## src/hw/spdcs_map.svh

```systemverilog
// offsets, field positions, reset values and counts of the channel status and input select bank
`ifndef SPDCS_MAP_SVH
`define SPDCS_MAP_SVH

// ----------------------------------------
// register offsets
// ----------------------------------------
`define SPDCS_OFS_SRC_CHAN      7'h21
`define SPDCS_OFS_SAMPLING_FREQUENCY_CODE_ACC      7'h22
`define SPDCS_OFS_WORD_LEN      7'h23
`define SPDCS_OFS_MODE_SEL      7'h24
`define SPDCS_OFS_PIN_CFG_B     7'h26
`define SPDCS_OFS_PIN_CFG_C     7'h27
`define SPDCS_OFS_PWR_DN2       7'h33

// ----------------------------------------
// reset values
// ----------------------------------------
`define SPDCS_RST_SRC_CHAN      8'h00
`define SPDCS_RST_SAMPLING_FREQUENCY_CODE_ACC      8'h31
`define SPDCS_RST_WORD_LEN      8'h0b
`define SPDCS_RST_MODE_SEL      8'h01
`define SPDCS_RST_PIN_CFG_B     8'h32
`define SPDCS_RST_PIN_CFG_C     8'h04
`define SPDCS_RST_PWR_DN2       8'h20

// ----------------------------------------
// register field positions
// ----------------------------------------
`define SPDCS_MODE_CIRCUIT_BIT  0
`define SPDCS_MODE_SEL_LSB      1
`define SPDCS_PWR_RX_BIT        5
`define SPDCS_PIN_CFG_CMOS      4'he
`define SPDCS_PIN_CFG_COMP      4'hf

// ----------------------------------------
// channel status bit positions and counts
// ----------------------------------------
`define SPDCS_CS_SRC_LSB        16
`define SPDCS_CS_CHAN_LSB       20
`define SPDCS_CS_SAMPLING_FREQUENCY_CODE_LSB       24
`define SPDCS_CS_ACC_LSB        28
`define SPDCS_CS_MAXLEN_BIT     32
`define SPDCS_CS_WL_LSB         33
`define SPDCS_CS_ORIG_LSB       36
`define SPDCS_CS_USED_BITS      8'h28
`define SPDCS_BLOCK_FRAMES      192

`endif

```

## src/hw/spdcs_pkg.sv

```systemverilog
// types shared by the channel status and input select bank
package spdcs_pkg;

    typedef enum logic [1:0] {
        SPDCS_SEL_PRIMARY,
        SPDCS_SEL_PIN_B,
        SPDCS_SEL_PIN_C,
        SPDCS_SEL_PIN_D
    } spdcs_rx_sel_t;

    typedef struct packed {
        logic [15:0] low_bits;
        logic [3:0]  source_number;
        logic [1:0]  subframe1_channel_no;
        logic [1:0]  subframe2_channel_no;
        logic [3:0]  sampling_frequency_code;
        logic [1:0]  clock_accuracy_code;
        logic        max_length_select;
        logic [2:0]  sent_word_length_code;
        logic [3:0]  original_rate_code;
    } spdcs_tx_status_t;

endpackage

```

## src/hw/spdcs_cs_if.sv

```systemverilog
// carrier between register bank and channel status serialiser
interface spdcs_cs_if;
    spdcs_pkg::spdcs_tx_status_t fields;
    logic                        subframe_strobe;
    logic                        second_subframe;
    logic                        use_recovered;
    logic                        recovered_bit;
    logic                        status_bit;
    logic                        status_valid;

    modport gen (
        input  fields,
        input  subframe_strobe,
        input  second_subframe,
        input  use_recovered,
        input  recovered_bit,
        output status_bit,
        output status_valid
    );
    modport bank (
        output fields,
        output subframe_strobe,
        output second_subframe,
        output use_recovered,
        output recovered_bit,
        input  status_bit,
        input  status_valid
    );
endinterface

```

## src/hw/spdcs_top.sv

```systemverilog
// channel status registers and receiver input selection
// How it works
// - the source number sits in bits 3:0 of the third transmit status register, goes out as status bits 19:16, and resets to zero.
// - subframe 1 channel code 01 sends 0001, 10 sends 0010, and 00 or 11 send 0000 on status bits 23:20.
// - subframe 2 uses the same channel mapping from its own field in bits 7:6, reset 00.
// - both subframes carry identical status except the channel number taken from each subframe's own field.
// - the 4-bit sampling frequency code goes out as status bits 27:24 and resets to 0001.
// - the 2-bit clock accuracy code goes out as status bits 29:28 and resets to 11.
// - the original sampling frequency code goes out as status bits 39:36 and resets to 0000.
// - the primary input mode bit, reset 1, selects comparator when 1 and CMOS input when 0.
// - the 2-bit input select, reset 00, picks input 1, 2, 3 or 4 for the receiver.
// - at most one of the four inputs reaches the decoder at any time, and none from the cycle after the receiver is powered down.
// - pin config code 1110 makes a CMOS serial input, 1111 a comparator one; resets are 0010, 0011 and 0100.
// - bit 5 of the second power-down register disables the receiver when 1, its reset value.
// - status goes out one bit per subframe, in a 192-frame block per subframe.
// - with received data as the source the recovered status passes unless overwrite is set.
`include "spdcs_map.svh"

module spdcs_top #(
    parameter int ADDR_W = 7
) (
    input  wire logic        SYS_CLK,
    input  wire logic        RESET,
    input  wire logic        REG_WR_EN,
    input  wire logic [ADDR_W-1:0] REG_ADDR,
    input  wire logic [7:0]  REG_WR_DATA,
    output logic      [7:0]  REG_RD_DATA,
    input  wire logic        PRIMARY_SERIAL_INPUT,
    input  wire logic [2:0]  MULTI_PIN_IN,
    output logic      [2:0]  MULTI_PIN_IS_INPUT,
    output logic      [2:0]  MULTI_PIN_COMPARATOR,
    output logic             PRIMARY_INPUT_COMPARATOR,
    output logic             RECEIVER_POWER_DOWN,
    output logic             RX_DECODER_IN,
    input  wire logic        SUBFRAME_STROBE,
    input  wire logic        SECOND_SUBFRAME,
    input  wire logic [1:0]  TRANSMIT_SOURCE_SELECT,
    input  wire logic        STATUS_OVERWRITE,
    input  wire logic        RECOVERED_STATUS_BIT,
    input  wire logic [15:0] TX_STATUS_LOW,
    output logic             STATUS_BIT_OUT,
    output logic             STATUS_BIT_VALID
);
    if (ADDR_W != 7) begin : g_bad_addr_w
        $error("register address must be 7 bits");
    end

    // a bit of a literal cannot be selected directly, so the reset byte gets a name first
    localparam logic [7:0] PWR_RST = `SPDCS_RST_PWR_DN2;

    logic [7:0] src_chan_reg, src_chan_next;
    logic [7:0] sampling_frequency_code_acc_reg, sampling_frequency_code_acc_next;
    logic [7:0] word_len_reg, word_len_next;
    logic [2:0] mode_sel_reg, mode_sel_next;
    logic [7:0] pin_b_reg,    pin_b_next;
    logic [3:0] pin_c_reg,    pin_c_next;
    logic       pwr_rx_reg,   pwr_rx_next;
    logic [7:0] rd_reg,       rd_next;
    logic       rx_reg,       rx_next;

    logic [3:0]                 pin_cfg [3];
    logic [2:0]                 pin_in_mode;
    spdcs_pkg::spdcs_rx_sel_t   rx_sel;

    function automatic logic is_serial_in(input logic [3:0] code);
        is_serial_in = (code == `SPDCS_PIN_CFG_CMOS) || (code == `SPDCS_PIN_CFG_COMP);
    endfunction

    // ----------------------------------------
    // register writes and read-back
    // ----------------------------------------
    always_comb begin
        src_chan_next = src_chan_reg;
        sampling_frequency_code_acc_next = sampling_frequency_code_acc_reg;
        word_len_next = word_len_reg;
        mode_sel_next = mode_sel_reg;
        pin_b_next    = pin_b_reg;
        pin_c_next    = pin_c_reg;
        pwr_rx_next   = pwr_rx_reg;
        if (REG_WR_EN) begin
            case (REG_ADDR)
                `SPDCS_OFS_SRC_CHAN:  src_chan_next = REG_WR_DATA;
                `SPDCS_OFS_SAMPLING_FREQUENCY_CODE_ACC:  sampling_frequency_code_acc_next = {2'h0, REG_WR_DATA[5:0]};
                `SPDCS_OFS_WORD_LEN:  word_len_next = REG_WR_DATA;
                `SPDCS_OFS_MODE_SEL:  mode_sel_next = REG_WR_DATA[2:0];
                `SPDCS_OFS_PIN_CFG_B: pin_b_next    = REG_WR_DATA;
                `SPDCS_OFS_PIN_CFG_C: pin_c_next    = REG_WR_DATA[3:0];
                `SPDCS_OFS_PWR_DN2:   pwr_rx_next   = REG_WR_DATA[`SPDCS_PWR_RX_BIT];
                default: ;
            endcase
        end
        case (REG_ADDR)
            `SPDCS_OFS_SRC_CHAN:  rd_next = src_chan_reg;
            `SPDCS_OFS_SAMPLING_FREQUENCY_CODE_ACC:  rd_next = sampling_frequency_code_acc_reg;
            `SPDCS_OFS_WORD_LEN:  rd_next = word_len_reg;
            `SPDCS_OFS_MODE_SEL:  rd_next = {5'h00, mode_sel_reg};
            `SPDCS_OFS_PIN_CFG_B: rd_next = pin_b_reg;
            `SPDCS_OFS_PIN_CFG_C: rd_next = {4'h0, pin_c_reg};
            `SPDCS_OFS_PWR_DN2:   rd_next = {2'h0, pwr_rx_reg, 5'h00};
            default:              rd_next = 8'h00;
        endcase
    end

    always_ff @(posedge SYS_CLK) begin
        if (RESET) begin
            src_chan_reg <= `SPDCS_RST_SRC_CHAN;
            sampling_frequency_code_acc_reg <= `SPDCS_RST_SAMPLING_FREQUENCY_CODE_ACC;
            word_len_reg <= `SPDCS_RST_WORD_LEN;
            mode_sel_reg <= 3'(`SPDCS_RST_MODE_SEL);
            pin_b_reg    <= `SPDCS_RST_PIN_CFG_B;
            pin_c_reg    <= 4'(`SPDCS_RST_PIN_CFG_C);
            pwr_rx_reg   <= PWR_RST[`SPDCS_PWR_RX_BIT];
            rd_reg       <= 8'h00;
        end else begin
            src_chan_reg <= src_chan_next;
            sampling_frequency_code_acc_reg <= sampling_frequency_code_acc_next;
            word_len_reg <= word_len_next;
            mode_sel_reg <= mode_sel_next;
            pin_b_reg    <= pin_b_next;
            pin_c_reg    <= pin_c_next;
            pwr_rx_reg   <= pwr_rx_next;
            rd_reg       <= rd_next;
        end
    end

    assign REG_RD_DATA = rd_reg;

    // ----------------------------------------
    // receiver input selection
    // ----------------------------------------
    assign pin_cfg[0] = pin_b_reg[3:0];
    assign pin_cfg[1] = pin_b_reg[7:4];
    assign pin_cfg[2] = pin_c_reg;
    assign rx_sel     = spdcs_pkg::spdcs_rx_sel_t'(mode_sel_reg[`SPDCS_MODE_SEL_LSB +: 2]);

    always_comb begin
        for (int i = 0; i < 3; i++) begin
            pin_in_mode[i] = is_serial_in(pin_cfg[i]);
        end
        // an unconfigured pin is held low so a driven output never loops into the decoder
        case (rx_sel)
            spdcs_pkg::SPDCS_SEL_PRIMARY: rx_next = PRIMARY_SERIAL_INPUT;
            spdcs_pkg::SPDCS_SEL_PIN_B:   rx_next = pin_in_mode[0] & MULTI_PIN_IN[0];
            spdcs_pkg::SPDCS_SEL_PIN_C:   rx_next = pin_in_mode[1] & MULTI_PIN_IN[1];
            spdcs_pkg::SPDCS_SEL_PIN_D:   rx_next = pin_in_mode[2] & MULTI_PIN_IN[2];
            default:                      rx_next = 1'b0;
        endcase
        if (pwr_rx_reg) begin
            rx_next = 1'b0;
        end
    end

    always_ff @(posedge SYS_CLK) begin
        if (RESET) begin
            rx_reg <= 1'b0;
        end else begin
            rx_reg <= rx_next;
        end
    end

    assign RX_DECODER_IN            = rx_reg;
    assign MULTI_PIN_IS_INPUT       = pin_in_mode;
    assign MULTI_PIN_COMPARATOR     = {pin_cfg[2] == `SPDCS_PIN_CFG_COMP, pin_cfg[1] == `SPDCS_PIN_CFG_COMP,
                                       pin_cfg[0] == `SPDCS_PIN_CFG_COMP};
    assign PRIMARY_INPUT_COMPARATOR = mode_sel_reg[`SPDCS_MODE_CIRCUIT_BIT];
    assign RECEIVER_POWER_DOWN      = pwr_rx_reg;

    // ----------------------------------------
    // channel status serialiser
    // ----------------------------------------
    spdcs_cs_if cs_link ();

    assign cs_link.fields = '{low_bits:                TX_STATUS_LOW,
                              source_number:           src_chan_reg[3:0],
                              subframe1_channel_no:    src_chan_reg[5:4],
                              subframe2_channel_no:    src_chan_reg[7:6],
                              sampling_frequency_code: sampling_frequency_code_acc_reg[3:0],
                              clock_accuracy_code:     sampling_frequency_code_acc_reg[5:4],
                              max_length_select:       word_len_reg[0],
                              sent_word_length_code:   word_len_reg[3:1],
                              original_rate_code:      word_len_reg[7:4]};
    assign cs_link.subframe_strobe = SUBFRAME_STROBE;
    assign cs_link.second_subframe = SECOND_SUBFRAME;
    assign cs_link.use_recovered   = (TRANSMIT_SOURCE_SELECT == 2'h0) && !STATUS_OVERWRITE;
    assign cs_link.recovered_bit   = RECOVERED_STATUS_BIT;

    spdcs_cs_gen #(
        .BLOCK_FRAMES (`SPDCS_BLOCK_FRAMES)
    ) u_cs_gen (
        .clk (SYS_CLK),
        .rst (RESET),
        .cs  (cs_link)
    );

    assign STATUS_BIT_OUT   = cs_link.status_bit;
    assign STATUS_BIT_VALID = cs_link.status_valid;
endmodule // spdcs_top

```

## src/hw/spdcs_cs_gen.sv

```systemverilog
// channel status serialiser: one bit per subframe over a block of frames
`include "spdcs_map.svh"

module spdcs_cs_gen #(
    parameter int BLOCK_FRAMES = `SPDCS_BLOCK_FRAMES
) (
    input wire logic clk,
    input wire logic rst,
    spdcs_cs_if.gen  cs
);
    if (BLOCK_FRAMES < 40 || BLOCK_FRAMES > 256) begin : g_bad_block
        $error("block length out of range");
    end

    localparam logic [7:0] LAST_FRAME = 8'(BLOCK_FRAMES - 1);

    logic [7:0] frame_reg;
    logic [7:0] frame_next;
    logic       bit_reg;
    logic       bit_next;
    logic       valid_reg;
    logic       valid_next;

    function automatic logic [3:0] chan_code(input logic [1:0] c);
        case (c)
            2'h1:    chan_code = 4'h1;
            2'h2:    chan_code = 4'h2;
            default: chan_code = 4'h0;
        endcase
    endfunction

    function automatic logic cs_bit(input logic [7:0] idx, input logic sub2,
                                    input spdcs_pkg::spdcs_tx_status_t f);
        logic [39:0] v;
        v = '0;
        v[15:0] = f.low_bits;
        v[`SPDCS_CS_SRC_LSB +: 4]  = f.source_number;
        v[`SPDCS_CS_CHAN_LSB +: 4] = chan_code(sub2 ? f.subframe2_channel_no
                                                    : f.subframe1_channel_no);
        v[`SPDCS_CS_SAMPLING_FREQUENCY_CODE_LSB +: 4] = f.sampling_frequency_code;
        v[`SPDCS_CS_ACC_LSB +: 2]  = f.clock_accuracy_code;
        v[`SPDCS_CS_MAXLEN_BIT]    = f.max_length_select;
        v[`SPDCS_CS_WL_LSB +: 3]   = f.sent_word_length_code;
        v[`SPDCS_CS_ORIG_LSB +: 4] = f.original_rate_code;
        // consumer format: only the first 40 bits carry data
        cs_bit = (idx < `SPDCS_CS_USED_BITS) ? v[idx[5:0]] : 1'b0;
    endfunction

    // ----------------------------------------
    // next state
    // ----------------------------------------
    always_comb begin
        frame_next = frame_reg;
        bit_next   = bit_reg;
        valid_next = cs.subframe_strobe;
        if (cs.subframe_strobe) begin
            bit_next = cs.use_recovered ? cs.recovered_bit
                                        : cs_bit(frame_reg, cs.second_subframe, cs.fields);
            if (cs.second_subframe) begin
                frame_next = (frame_reg == LAST_FRAME) ? 8'h00 : frame_reg + 8'h01;
            end
        end
    end

    always_ff @(posedge clk) begin
        if (rst) begin
            frame_reg <= 8'h00;
            bit_reg   <= 1'b0;
            valid_reg <= 1'b0;
        end else begin
            frame_reg <= frame_next;
            bit_reg   <= bit_next;
            valid_reg <= valid_next;
        end
    end

    assign cs.status_bit   = bit_reg;
    assign cs.status_valid = valid_reg;
endmodule // spdcs_cs_gen

```

## config.mk

```make
export PLATFORM = sky130hd
export DESIGN_NAME = spdcs_top
export DESIGN_NICKNAME = d
export VERILOG_FILES = /design/src/hw/spdcs_pkg.sv /design/src/hw/spdcs_cs_if.sv /design/src/hw/spdcs_top.sv /design/src/hw/spdcs_cs_gen.sv
export VERILOG_INCLUDE_DIRS = /design/src /design/src/hw
export SDC_FILE = /design/constraint.sdc
export NUM_CORES = 1
export LEC_CHECK = 0
export ABC_AREA = 1
export BUFFER_PORTS_ARGS = -buffer_cell sky130_fd_sc_hd__buf_4
export CELL_PAD_IN_SITES_DETAIL_PLACEMENT = 1
export CELL_PAD_IN_SITES_GLOBAL_PLACEMENT = 1
export CORE_MARGIN = 1.5
export CORE_UTILIZATION = 38
export DETAILED_ROUTE_END_ITERATION = 8
export PLACE_DENSITY = 0.8
export SETUP_SLACK_MARGIN = 0.02
export SKIP_CTS_REPAIR_TIMING = 1
export SYNTH_ARGS = -nofsm -noshare
export SYNTH_HDL_FRONTEND = slang
export SYNTH_SLANG_ARGS = --single-unit
```

## constraint.sdc

```tcl
create_clock -name SYS_CLK -period 1.6 [get_ports SYS_CLK]
set_input_delay 0.08 -clock SYS_CLK [delete_from_list [all_inputs] [get_ports SYS_CLK]]
set_output_delay 0.08 -clock SYS_CLK [all_outputs]
set_load 0.05 [all_outputs]
```

==> metrics.txt, run 1 <==
most area-hungry cell type in the Yosys netlist dfxtp_1; length in cells of the worst reg-to-reg path 11; area of the core 7290 sq um; Critical Path AT 1.71 ns; fmax ~0.68 GHz; Power Dens Cells around 880 nW/um^2; instance count of the mapped netlist 403; CTS H-Tree Depth 3; area growth from synthesis to layout 33.6%; Overflow after GRT 0; clock tree from TritonCTS done; aggregate global-route resource usage 24.1%; Hold Path Class primary input to register; worst setup path class register to register; warnings from Yosys 0; via count of the routed design 3078; Post-synth EDFFs 0; worst r2r src u_cs_gen.frame_reg[0]; global-route wire length before repair 15600 microns; Levels on crit path 11; share of total power in the clock network roughly 47%; Inserted Clock Buffers 9; CP Cell Sequence buf_6 -> nand2_1 -> nand2_1 -> a21oi_1 -> nand3_1 -> nand2_1 -> nand2_1 -> nand3_1 -> nand2_1 -> nand2_1 -> a21oi_1; final-report setup violation count 0; cell count of the worst hold path 3; nets 529; final max-slew violation count 0; run status finished with violations; port buffer count 62; reported leakage power 1.72 nW; Relative slew margins 50.4%; top-count cell post-synth nand2_1; minimum clock period 1.47 ns; Cell Rows 31; ratio of routed vias to standard cells 5.23; cell class contributing the biggest share of worst-path delay simple AND/OR/NAND/NOR gates; proportion of power drawn by combinational gates 10.2%; share of synthesized flip-flops with an asynchronous set or reset 0%; cell with the largest stage delay on the worst path dfxtp_4; maximum resistive drop on vdd roughly 590 uV; worst-case clock buffer depth 2; Syn Area/Cell roughly 7.1 sq um; ratio of cells with drive above 1 in the final layout 29.0%; share of the clock period used by the worst path after layout 91.7%; switching power share of the total about 25%; first-pass iteration count of the detailed router 6; setup repair after global routing missed its margin no; Post-Syn Nets 448; number of DRC markers after the initial detailed-route iteration 77; starting utilization of the core area 39.4%; Total Die Area 8100 sq um; Unique masters post-synth 37; later-pin clock latency in the skew report 0.35 ns; number of register bits inferred by synthesis 57; I/O Pins 63; top cells by area in the synthesized netlist dfxtp_1 (40%), nand2_1 (9.8%), inv_1 (6.7%); die height ~90 microns; weighted congestion reported at the end of routability-driven placement about 0.84; largest stage delay on the critical path 0.37 ns; number of antenna violations at the first check in global routing 0; sum of buffers and inverters on the critical path 1; antenna-violating nets left 0; most repeated library cell on the critical path nand2_1; clock-pin slew reported for the worst setup and hold paths after clock tree synthesis 0.07 ns; cell-internal power 2.53 mW; post-route cell area 3840 sq um; Min-Delay Startpoint REG_WR_DATA[5]; max cap viols 0; net switching power figure ~840 uW; Reg power frac 42.8%; wire length after detailed routing around 9400 microns; worst-path fanout max 16; post-layout power 3.37 mW; critical path endpoint category register; dominant register cell in the synthesized netlist dfxtp_1; area after detailed placement 3530 sq um; tightest hold margin -0.00685 ns; die outline width about 90 microns; violated checks hold timing; ANT cells 0; Cell Area, Synth around 2900 sq um; number of clock sinks 57; DRC 0; actual transition at the worst max-transition pin 0.745 ns; proportion of netlist area held by the largest area contributor 39.7%; vias in the first global route 3280; maximum clock skew at final layout between 0.01 and 0.015 ns; part of the Yosys area used for sequential elements 39.7%; nature of the critical path startpoint register; endpoint required time on the critical path ~1.8 ns; total negative slack for setup checks 0 ns; final hold vios 1; average wire length per cell after detail routing approximately 16 microns; Post-DP HPWL 6880 microns; worst setup path start u_cs_gen.frame_reg[0]; most frequent cells after synthesis nand2_1 (75), dfxtp_1 (57), inv_1 (51); cell at the root of the clock tree clkbuf_8; pin count of the biggest net entering global routing 20
-- tightest hold or removal path, cell delays in order --
cell	delay, ns
buf_4	0.11
a21oi_1	0.06
o21ai_0	0.06
-- per-layer routing --
layer	track usage [%]	wire length (microns)	up-vias
li1	-	-	1505
met1	28.4	4130	1483
met2	40.8	4620	67
met3	6.01	365	23
met4	11.1	246	0
met5	0	0	-
-- cells by family after synthesis --
kind of cell,share of synthesized area [%]
simple gates,25.8
compound gates,21.9
buf+inv,11.0
flops,39.7
xor+xnor,1.22
fa+ha+maj,0.435
-- cells in the final DEF, fill, tap and decap left out, drive strengths merged, types with 2 or more instances in the layout --
| cell type | n |
|---|---|
| o211ai | 4 |
| a21oi | 42 |
| a211oi | 2 |
| nand4 | 4 |
| dfxtp | 57 |
| xor2 | 4 |
| buf | 79 |
| nor2 | 29 |
| a221oi | 2 |
| inv | 64 |
| clkinv | 3 |
| nand3 | 31 |
| nand2 | 77 |
| bufinv | 2 |
| nor3 | 10 |
| clkbuf | 11 |
| nor4 | 3 |
| o21ai | 42 |
| dlygate4sd3 | 3 |
| o22ai | 13 |
-- area by class of cell --
| class | count | area [sq um] |
|---|---|---|
| multi-input combinational | 269 | 1470 |
| tap | 99 | 124 |
| timing repair buffer | 82 | 627 |
| clock buffer | 11 | 151 |
| inverter | 65 | 248 |
| fill | 971 | 3450 |
| sequential | 57 | 1150 |
| clock inverter | 5 | 77.6 |
-- power groups by stage --
stage,logic [mW],clock network (mW),registers [mW]
after detailed placement,0.331,0,1.47
after CTS,0.334,1.58,1.44
after global routing,0.381,1.68,1.44
final,0.345,1.58,1.44
after global placement,0.322,0,1.47
after floorplan,0.154,0,1.49
-- through the flow --
| stage | worst slack [ns] | hold slack [ns] | cells | util [%] |
|---|---|---|---|---|
| floorplan | 0.0498 | 0.187 | 403 | - |
| global placement | 0.132 | 0.321 | 567 | 48.4 |
| detailed placement | 0.0564 | 0.325 | 567 | 48.4 |
| CTS | 0.0593 | -0.0318 | 583 | 51.5 |
| global route | 0.0198 | 0.000352 | 588 | 52.7 |
| finish | 0.133 | -0.00685 | 588 | 52.7 |
-- path summary, 6_finish.rpt --
| check | to | slack [ns] |
|---|---|---|
| worst max-delay path | u_cs_gen.cs.status_bit | 0.13 |
| worst min-delay path | sampling_frequency_code_acc_reg[5] | -0.007 |
| worst max register to register | u_cs_gen.cs.status_bit | 0.13 |
| worst min register to register | word_len_reg[4] | 0.47 |
Power figures use the tool's default switching activity.
==> inputs of run 2 (changes only) <==
--- a/config.mk
+++ b/config.mk
@@ -7,13 +7,13 @@
 export NUM_CORES = 1
 export LEC_CHECK = 0
 export ABC_AREA = 1
-export BUFFER_PORTS_ARGS = -buffer_cell sky130_fd_sc_hd__buf_4
 export CELL_PAD_IN_SITES_DETAIL_PLACEMENT = 1
 export CELL_PAD_IN_SITES_GLOBAL_PLACEMENT = 1
 export CORE_MARGIN = 1.5
-export CORE_UTILIZATION = 38
+export CORE_UTILIZATION = 42
 export DETAILED_ROUTE_END_ITERATION = 8
-export PLACE_DENSITY = 0.8
+export DONT_BUFFER_PORTS = 1
+export PLACE_DENSITY = 0.76
 export SETUP_SLACK_MARGIN = 0.02
 export SKIP_CTS_REPAIR_TIMING = 1
 export SYNTH_ARGS = -nofsm -noshare
==> run 2 against run 1 <==
Against the previous run:
- the run still ends with hold timing left
- largest cell class unchanged
- largest power group unchanged
- hold slack got worse by 0.00084 ns
- core utilization rose by 2.4 points
- flip-flop and latch count is the same
- critical path type unchanged
- global-route usage up 0.87 points
- clock power about the same
- clock skew about the same
- non-clock buffer count is 40 lower
- sequential power is essentially flat
- first-iteration DRC count grew 84%
- combinational power down 21%
- highest routed layer unchanged
- critical endpoint is now u_cs_gen.frame_reg[3]
==> metrics.txt, run 2 (same netlist as run 1, synthesis figures left out) <==
CTS H-Tree Depth 3 (unchanged); starting utilization of the core area 44.3% (+4.8 points); run status finished with violations; Overflow after GRT 0 (unchanged); Critical Path End u_cs_gen.frame_reg[3]; fmax 0.669 GHz (-1.8%); vias in the first global route 2901 (-12%); CP Cell Sequence ha_4 -> nand2_4 -> nor3_4 -> nand3_2 -> o31ai_4 -> nor2_1; Relative slew margins 50.1% (-0.29 points); reported leakage power 1.51 nW (-12%); met3 WL post-DR 412 microns (+13%); register area 1150 sq um (unchanged); Hold Path Class primary input to register; later-pin clock latency in the skew report 0.34 ns (about the same); cell with the largest stage delay on the worst path dfxtp_4; nature of the critical path startpoint register; total length of routed met2 wires 4330 microns (-6.4%); largest stage delay on the critical path 0.39 ns (+0.02 ns); Critical R2R Capture u_cs_gen.frame_reg[3]; worst-path fanout max 4 (-12); share of the clock period used by the worst path after layout 93.4% (+1.7 points); clock tree from TritonCTS done; min setup slack post-route 0.106 ns (-0.0276 ns); number of clock sinks 57 (unchanged); wire length after detailed routing 9190 microns (-1.8%); Inserted Clock Buffers 9 (unchanged); clock-pin slew reported for the worst setup and hold paths after clock tree synthesis 0.07 ns (about the same); non-filler instance count after layout 526 (-11%); average wire length per cell after detail routing 17.5 microns (+9.8%); most common cell after layout, fill and taps aside nand2_1; actual transition at the worst max-transition pin 0.749 ns (+0.00428 ns); Power Dens Cells 921 nW/um^2 (+5.1%); multi-input combinational cell area 1470 sq um (+0.34%); worst setup path start u_cs_gen.frame_reg[0]; I/O Pins 63 (unchanged); final hold vios 2 (+1); Setup WS pre-CTS 0.0511 ns (-0.00525 ns); highest signal layer in the routed design met4; worst r2r src u_cs_gen.frame_reg[0]; minimum clock period 1.49 ns (+0.0276 ns); Post-DP HPWL 6200 microns (-9.8%); number of antenna violations at the first check in global routing 0 (unchanged); first-pass iteration count of the detailed router 4 (-2); most frequent cells in the layout nand2_1 (74), dfxtp_1 (55), inv_1 (51); die height 85.8 microns (-4.7%); worst setup path class register to register; global-route wire length before repair 14100 microns (-9.4%); post-layout power 3.30 mW (-2.2%); minimum setup slack among reg-to-reg paths 0.11 ns (-0.03 ns); area growth from synthesis to layout 24.4%; final max-slew violation count 0 (unchanged); via count of the routed design 2912 (-5.4%); count of placed standard cells including taps 487 (-14%); violated checks hold timing; aggregate global-route resource usage 24.9% (+0.87 points); nets 489 (-7.6%); ANT cells 0 (unchanged); critical path endpoint category register; cell at the root of the clock tree clkbuf_8; Total Die Area 7350 sq um (-9.2%); ratio of routed vias to standard cells 5.54 (+5.8%); maximum clock skew at final layout 0.0108 ns (-0.000124 ns); max cap viols 0 (unchanged); port buffer count 0 (-100%); Cell Rows 29 (-6.5%); endpoint required time on the critical path 1.82 ns (-0.02 ns); pin count of the biggest net entering global routing 34 (+70%); maximum resistive drop on vdd 650 uV (+10%); area of the core 6490 sq um (-11%); length in cells of the worst reg-to-reg path 6 (-5); cell count of the worst hold path 2 (-1); final-report setup violation count 0 (unchanged); DRC 0 (unchanged); tightest hold margin -0.00769 ns (-0.000845 ns); worst-case clock buffer depth 2 (unchanged); Critical Path AT 1.71 ns (about the same); met1 wire length 4260 microns (+3.3%); weighted congestion reported at the end of routability-driven placement 0.847 (+0.99%); die outline width 85.8 microns (-4.7%); antenna-violating nets left 0 (unchanged); ratio of cells with drive above 1 in the final layout 18.7% (-10 points); number of DRC markers after the initial detailed-route iteration 142 (+84%); fill cell count 829 (-15%)
## run 2: routing by layer
layer  track usage (%)  vias to the layer above
met2              41.6                       77
met3              5.00                       20
met1              32.0                     1390
met5                 0                        -
li1                  -                     1425
met4              9.09                        0
## run 2: worst min path at each step
stage	from	endpoint
floorplan	SUBFRAME_STROBE	u_cs_gen.cs.status_valid
global placement	RESET	u_cs_gen.cs.status_valid
detailed placement	RESET	u_cs_gen.frame_reg[2]
CTS	RESET	REG_RD_DATA[1]
global route	PRIMARY_SERIAL_INPUT	RX_DECODER_IN
finish	PRIMARY_SERIAL_INPUT	RX_DECODER_IN
## run 2: cell type report
class                   instances  area share, %
clock buffers                  12           4.33
clock inverters                 4           2.10
inverters                      65           6.92
multi-input cells             269           41.1
flip-flops and latches         57           32.1
well taps                      77           2.69
repair buffers                 42           10.7
## run 2: power breakdown
| group | internal [mW] | switching [mW] |
|---|---|---|
| clock network | 0.963 | 0.614 |
| logic | 0.105 | 0.166 |
| registers | 1.43 | 0.0200 |
| total | 2.50 | 0.801 |
## run 2: critical path: cells and delay by family (launching register included)
kind,cells,cell delay (ns)
adder cells (fa/ha/maj),1,0.15
AND/OR/NAND/NOR,4,0.50
flip-flops,1,0.39
AO/OA/AOI/OAI,1,0.33
## run 2: metrics by stage
step / setup TNS, ns / hold slack, ns / area (sq um) / util, %
6_report: 0 / -0.00769 / 3580 / 55.1
5_1_grt: -0.00762 / 0.0121 / 3580 / 55.1
4_1_cts: 0 / -0.205 / 3310 / 51.0
3_5_place_dp: 0 / 0.160 / 3080 / 47.4
3_3_place_gp: 0 / 0.157 / 3080 / 47.4
2_1_floorplan: 0 / 0.187 / 2900 / -
==> inputs of run 3 (changes only) <==
--- a/config.mk
+++ b/config.mk
@@ -13,9 +13,11 @@
 export CORE_UTILIZATION = 42
 export DETAILED_ROUTE_END_ITERATION = 8
 export DONT_BUFFER_PORTS = 1
-export PLACE_DENSITY = 0.76
+export GPL_TIMING_DRIVEN = 1
+export PLACE_DENSITY = 0.77
 export SETUP_SLACK_MARGIN = 0.02
 export SKIP_CTS_REPAIR_TIMING = 1
 export SYNTH_ARGS = -nofsm -noshare
 export SYNTH_HDL_FRONTEND = slang
+export SYNTH_HIERARCHICAL = 1
 export SYNTH_SLANG_ARGS = --single-unit
==> run 3 against run 2 <==
Against the previous run:
- the run still ends with hold timing left
- cell count up 14%
- synthesized cell count is 15% higher
- wire length increased by 5.1%
==> metrics.txt, run 3 <==
number of clock sinks 57 (unchanged); Overflow after GRT 0 (unchanged); max cap viols 0 (unchanged); Hold Path Class primary input to register; total negative slack for setup checks 0 ns (unchanged); via count of the routed design 3133 (+7.6%); most area-hungry cell type in the Yosys netlist dfxtp_1; area of the core 7180 sq um (+10%); number of antenna violations at the first check in global routing 0 (unchanged); count of placed standard cells including taps 566 (+16%); part of the Yosys area used for sequential elements 37.0% (-2.7 points); worst-path fanout max 6 (+2); switching power share of the total 25.7% (+1.4 points); first-pass iteration count of the detailed router 4 (unchanged); top cells by area in the synthesized netlist dfxtp_1 (37%), nand2_1 (17%), nand3_1 (10%); ratio of cells with drive above 1 in the final layout 13.0% (-5.7 points); share of synthesized area spent on multiplexers 0% (unchanged); reported leakage power 1.58 nW (+4.4%); Critical R2R Capture u_cs_gen/cs.status_bit; Critical Path End u_cs_gen/cs.status_bit; proportion of power drawn by combinational gates 9.4% (+1.2 points); port buffer count 0 (unchanged); Relative slew margins 22.0% (-28 points); area growth from synthesis to layout 18.2%; non-filler instance count after layout 600 (+14%); met3 layer usage reported by global route 7.56% (+2.6 points); average wire length per cell after detail routing 16.1 microns (-7.9%); aggregate global-route resource usage 24.6% (-0.30 points); actual transition at the worst max-transition pin 1.17 ns (+0.417 ns); wire length after detailed routing 9660 microns (+5.1%); area fraction in and, or, nand and nor cells after synthesis 41.5% (+16 points); Cell Area, Synth 3090 sq um (+7.4%); global route hottest layer met2; number of register bits inferred by synthesis 57 (unchanged); register area 1150 sq um (-0.22%); Critical Path AT 1.66 ns (-0.05 ns); violated checks hold timing; worst-case clock buffer depth 2 (unchanged); later-pin clock latency in the skew report 0.34 ns (about the same); Post-synth EDFFs 0 (unchanged); minimum clock period 1.43 ns (-0.0608 ns); antenna-violating nets left 0 (unchanged); most frequent cells after synthesis nand2_1 (140), nand3_1 (64), dfxtp_1 (57); multi-input combinational cell area 1690 sq um (+15%); top-count cell post-synth nand2_1; ratio of routed vias to standard cells 5.22 (-5.7%); Setup WS pre-CTS 0.133 ns (+0.0822 ns); Unique masters post-synth 30 (-19%); clock-pin slew reported for the worst setup and hold paths after clock tree synthesis 0.07 ns (about the same); Post-Syn Nets 509 (+14%); die outline width 88.7 microns (+3.5%); endpoint required time on the critical path 1.83 ns (about the same); Power Dens Cells 845 nW/um^2 (-8.3%); post-synthesis adder-cell area fraction 0.405% (-0.030 points); run status finished with violations; Finished Core Util 50.9% (-4.2 points); share of the synthesized area in compound gates (AO/OA/AOI/OAI) 12.0% (-9.9 points); met1 routing resource usage after global routing 33.1% (+1.1 points); nature of the critical path startpoint register; warnings from Yosys 6 (+6); most frequent cells in the layout nand2_1 (139), nand3_1 (63), dfxtp_1 (55); die height 88.7 microns (+3.5%); most common cell after layout, fill and taps aside nand2_1; weighted congestion reported at the end of routability-driven placement 0.847 (about the same); Reg power frac 46.9% (+2.9 points); dominant register cell in the synthesized netlist dfxtp_1; pin count of the biggest net entering global routing 31 (-8.8%); Syn Area/Cell 6.66 sq um (-6.8%); number of DRC markers after the initial detailed-route iteration 132 (-7.0%); fmax 0.698 GHz (+4.2%); clock tree from TritonCTS done; post-layout power 3.08 mW (-6.5%); share of total power in the clock network 43.6% (-4.2 points); Cell Rows 31 (+6.9%); synthesized-area fraction occupied by xor and xnor cells 0.567% (-0.65 points); tightest hold margin -0.0366 ns (-0.0289 ns); share of synthesized flip-flops with an asynchronous set or reset 0% (unchanged); worst setup path class register to register; cell-internal power 2.29 mW (-8.2%); I/O Pins 63 (unchanged); largest family of logic cells by synthesized area simple AND/OR/NAND/NOR gates; minimum setup slack among reg-to-reg paths 0.17 ns (+0.06 ns); final-report setup violation count 0 (unchanged); maximum resistive drop on vdd 761 uV (+17%); ANT cells 0 (unchanged); worst r2r src u_cs_gen/frame_reg[0]; critical path endpoint category register; vias in the first global route 2958 (+2.0%); Total Die Area 7880 sq um (+7.1%); Post-DP HPWL 6880 microns (+11%); share of the clock period used by the worst path after layout 89.6% (-3.8 points); final max-slew violation count 0 (unchanged); cell at the root of the clock tree clkbuf_8; Inserted Clock Buffers 9 (unchanged); proportion of netlist area held by the largest area contributor 37.0% (-2.7 points); net switching power figure 792 uW (-1.1%); starting utilization of the core area 43.0% (-1.3 points); area after detailed placement 3250 sq um (+5.5%); length in cells of the worst reg-to-reg path 12 (+6); post-route cell area 3650 sq um (+2.0%); met2 usage 39.0% (-2.6 points); DRC 0 (unchanged); setup repair after global routing missed its margin no; instance count of the mapped netlist 464 (+15%); worst setup path start u_cs_gen/frame_reg[0]; min setup slack post-route 0.166 ns (+0.0608 ns); global-route wire length before repair 14500 microns (+2.7%); final hold vios 6 (+4); nets 541 (+11%); fill cell count 954 (+15%); CTS H-Tree Depth 3 (unchanged); maximum clock skew at final layout 0.00701 ns (-0.00381 ns)
-- run 3: layout make-up --
cell class / instances / share of cell area [%]
Clock buffer: 11 / 3.87
Clock inverter: 5 / 1.51
Inverter: 48 / 4.97
Multi-Input combinational cell: 346 / 46.4
Sequential cell: 57 / 31.4
Tap cell: 99 / 3.39
Timing Repair Buffer: 34 / 8.50
-- run 3: power groups by stage --
stage | registers, mW | clock network, mW | logic [mW]
6_report | 1.45 | 1.35 | 0.291
5_1_grt | 1.45 | 1.44 | 0.324
4_1_cts | 1.45 | 1.38 | 0.217
3_5_place_dp | 1.48 | 0 | 0.215
3_3_place_gp | 1.48 | 0 | 0.207
2_1_floorplan | 1.49 | 0 | 0.169
-- run 3: worst min-delay path by stage --
stage / slack (ns) / depth (start not counted) / endpoint / from
after floorplan: 0.15 / 1 / u_cs_gen/cs.status_valid / RESET
after global placement: 0.16 / 1 / word_len_reg[5] / RESET
after detailed placement: 0.16 / 1 / word_len_reg[7] / RESET
after CTS: -0.21 / 1 / pin_b_reg[0] / RESET
after global routing: -0.0002 / 3 / u_cs_gen/frame_reg[1] / RESET
final: -0.04 / 2 / src_chan_reg[0] / REG_WR_DATA[0]
-- run 3: metal layers --
layer	vias to the layer above	routed length (microns)
li1	1564	-
met1	1497	4410
met2	68	4640
met3	4	563
met4	0	46
met5	-	0
-- run 3: kinds of logic after synthesis --
logic type / after synthesis
simple gates: 275
xor+xnor: 2
fa+ha+maj: 1
flops: 57
compound gates: 68
buf+inv: 61
-- run 3: worst max-delay path: stages (launching register included) --
cell	delay (ns)
dfxtp_4	0.37
inv_2	0.06
buf_2	0.15
nand2_1	0.06
nand2_1	0.05
a21oi_1	0.11
nand3_1	0.08
nand2_1	0.10
nand2_1	0.07
nand3_2	0.08
nand2_2	0.05
nand2_1	0.07
a21oi_1	0.06
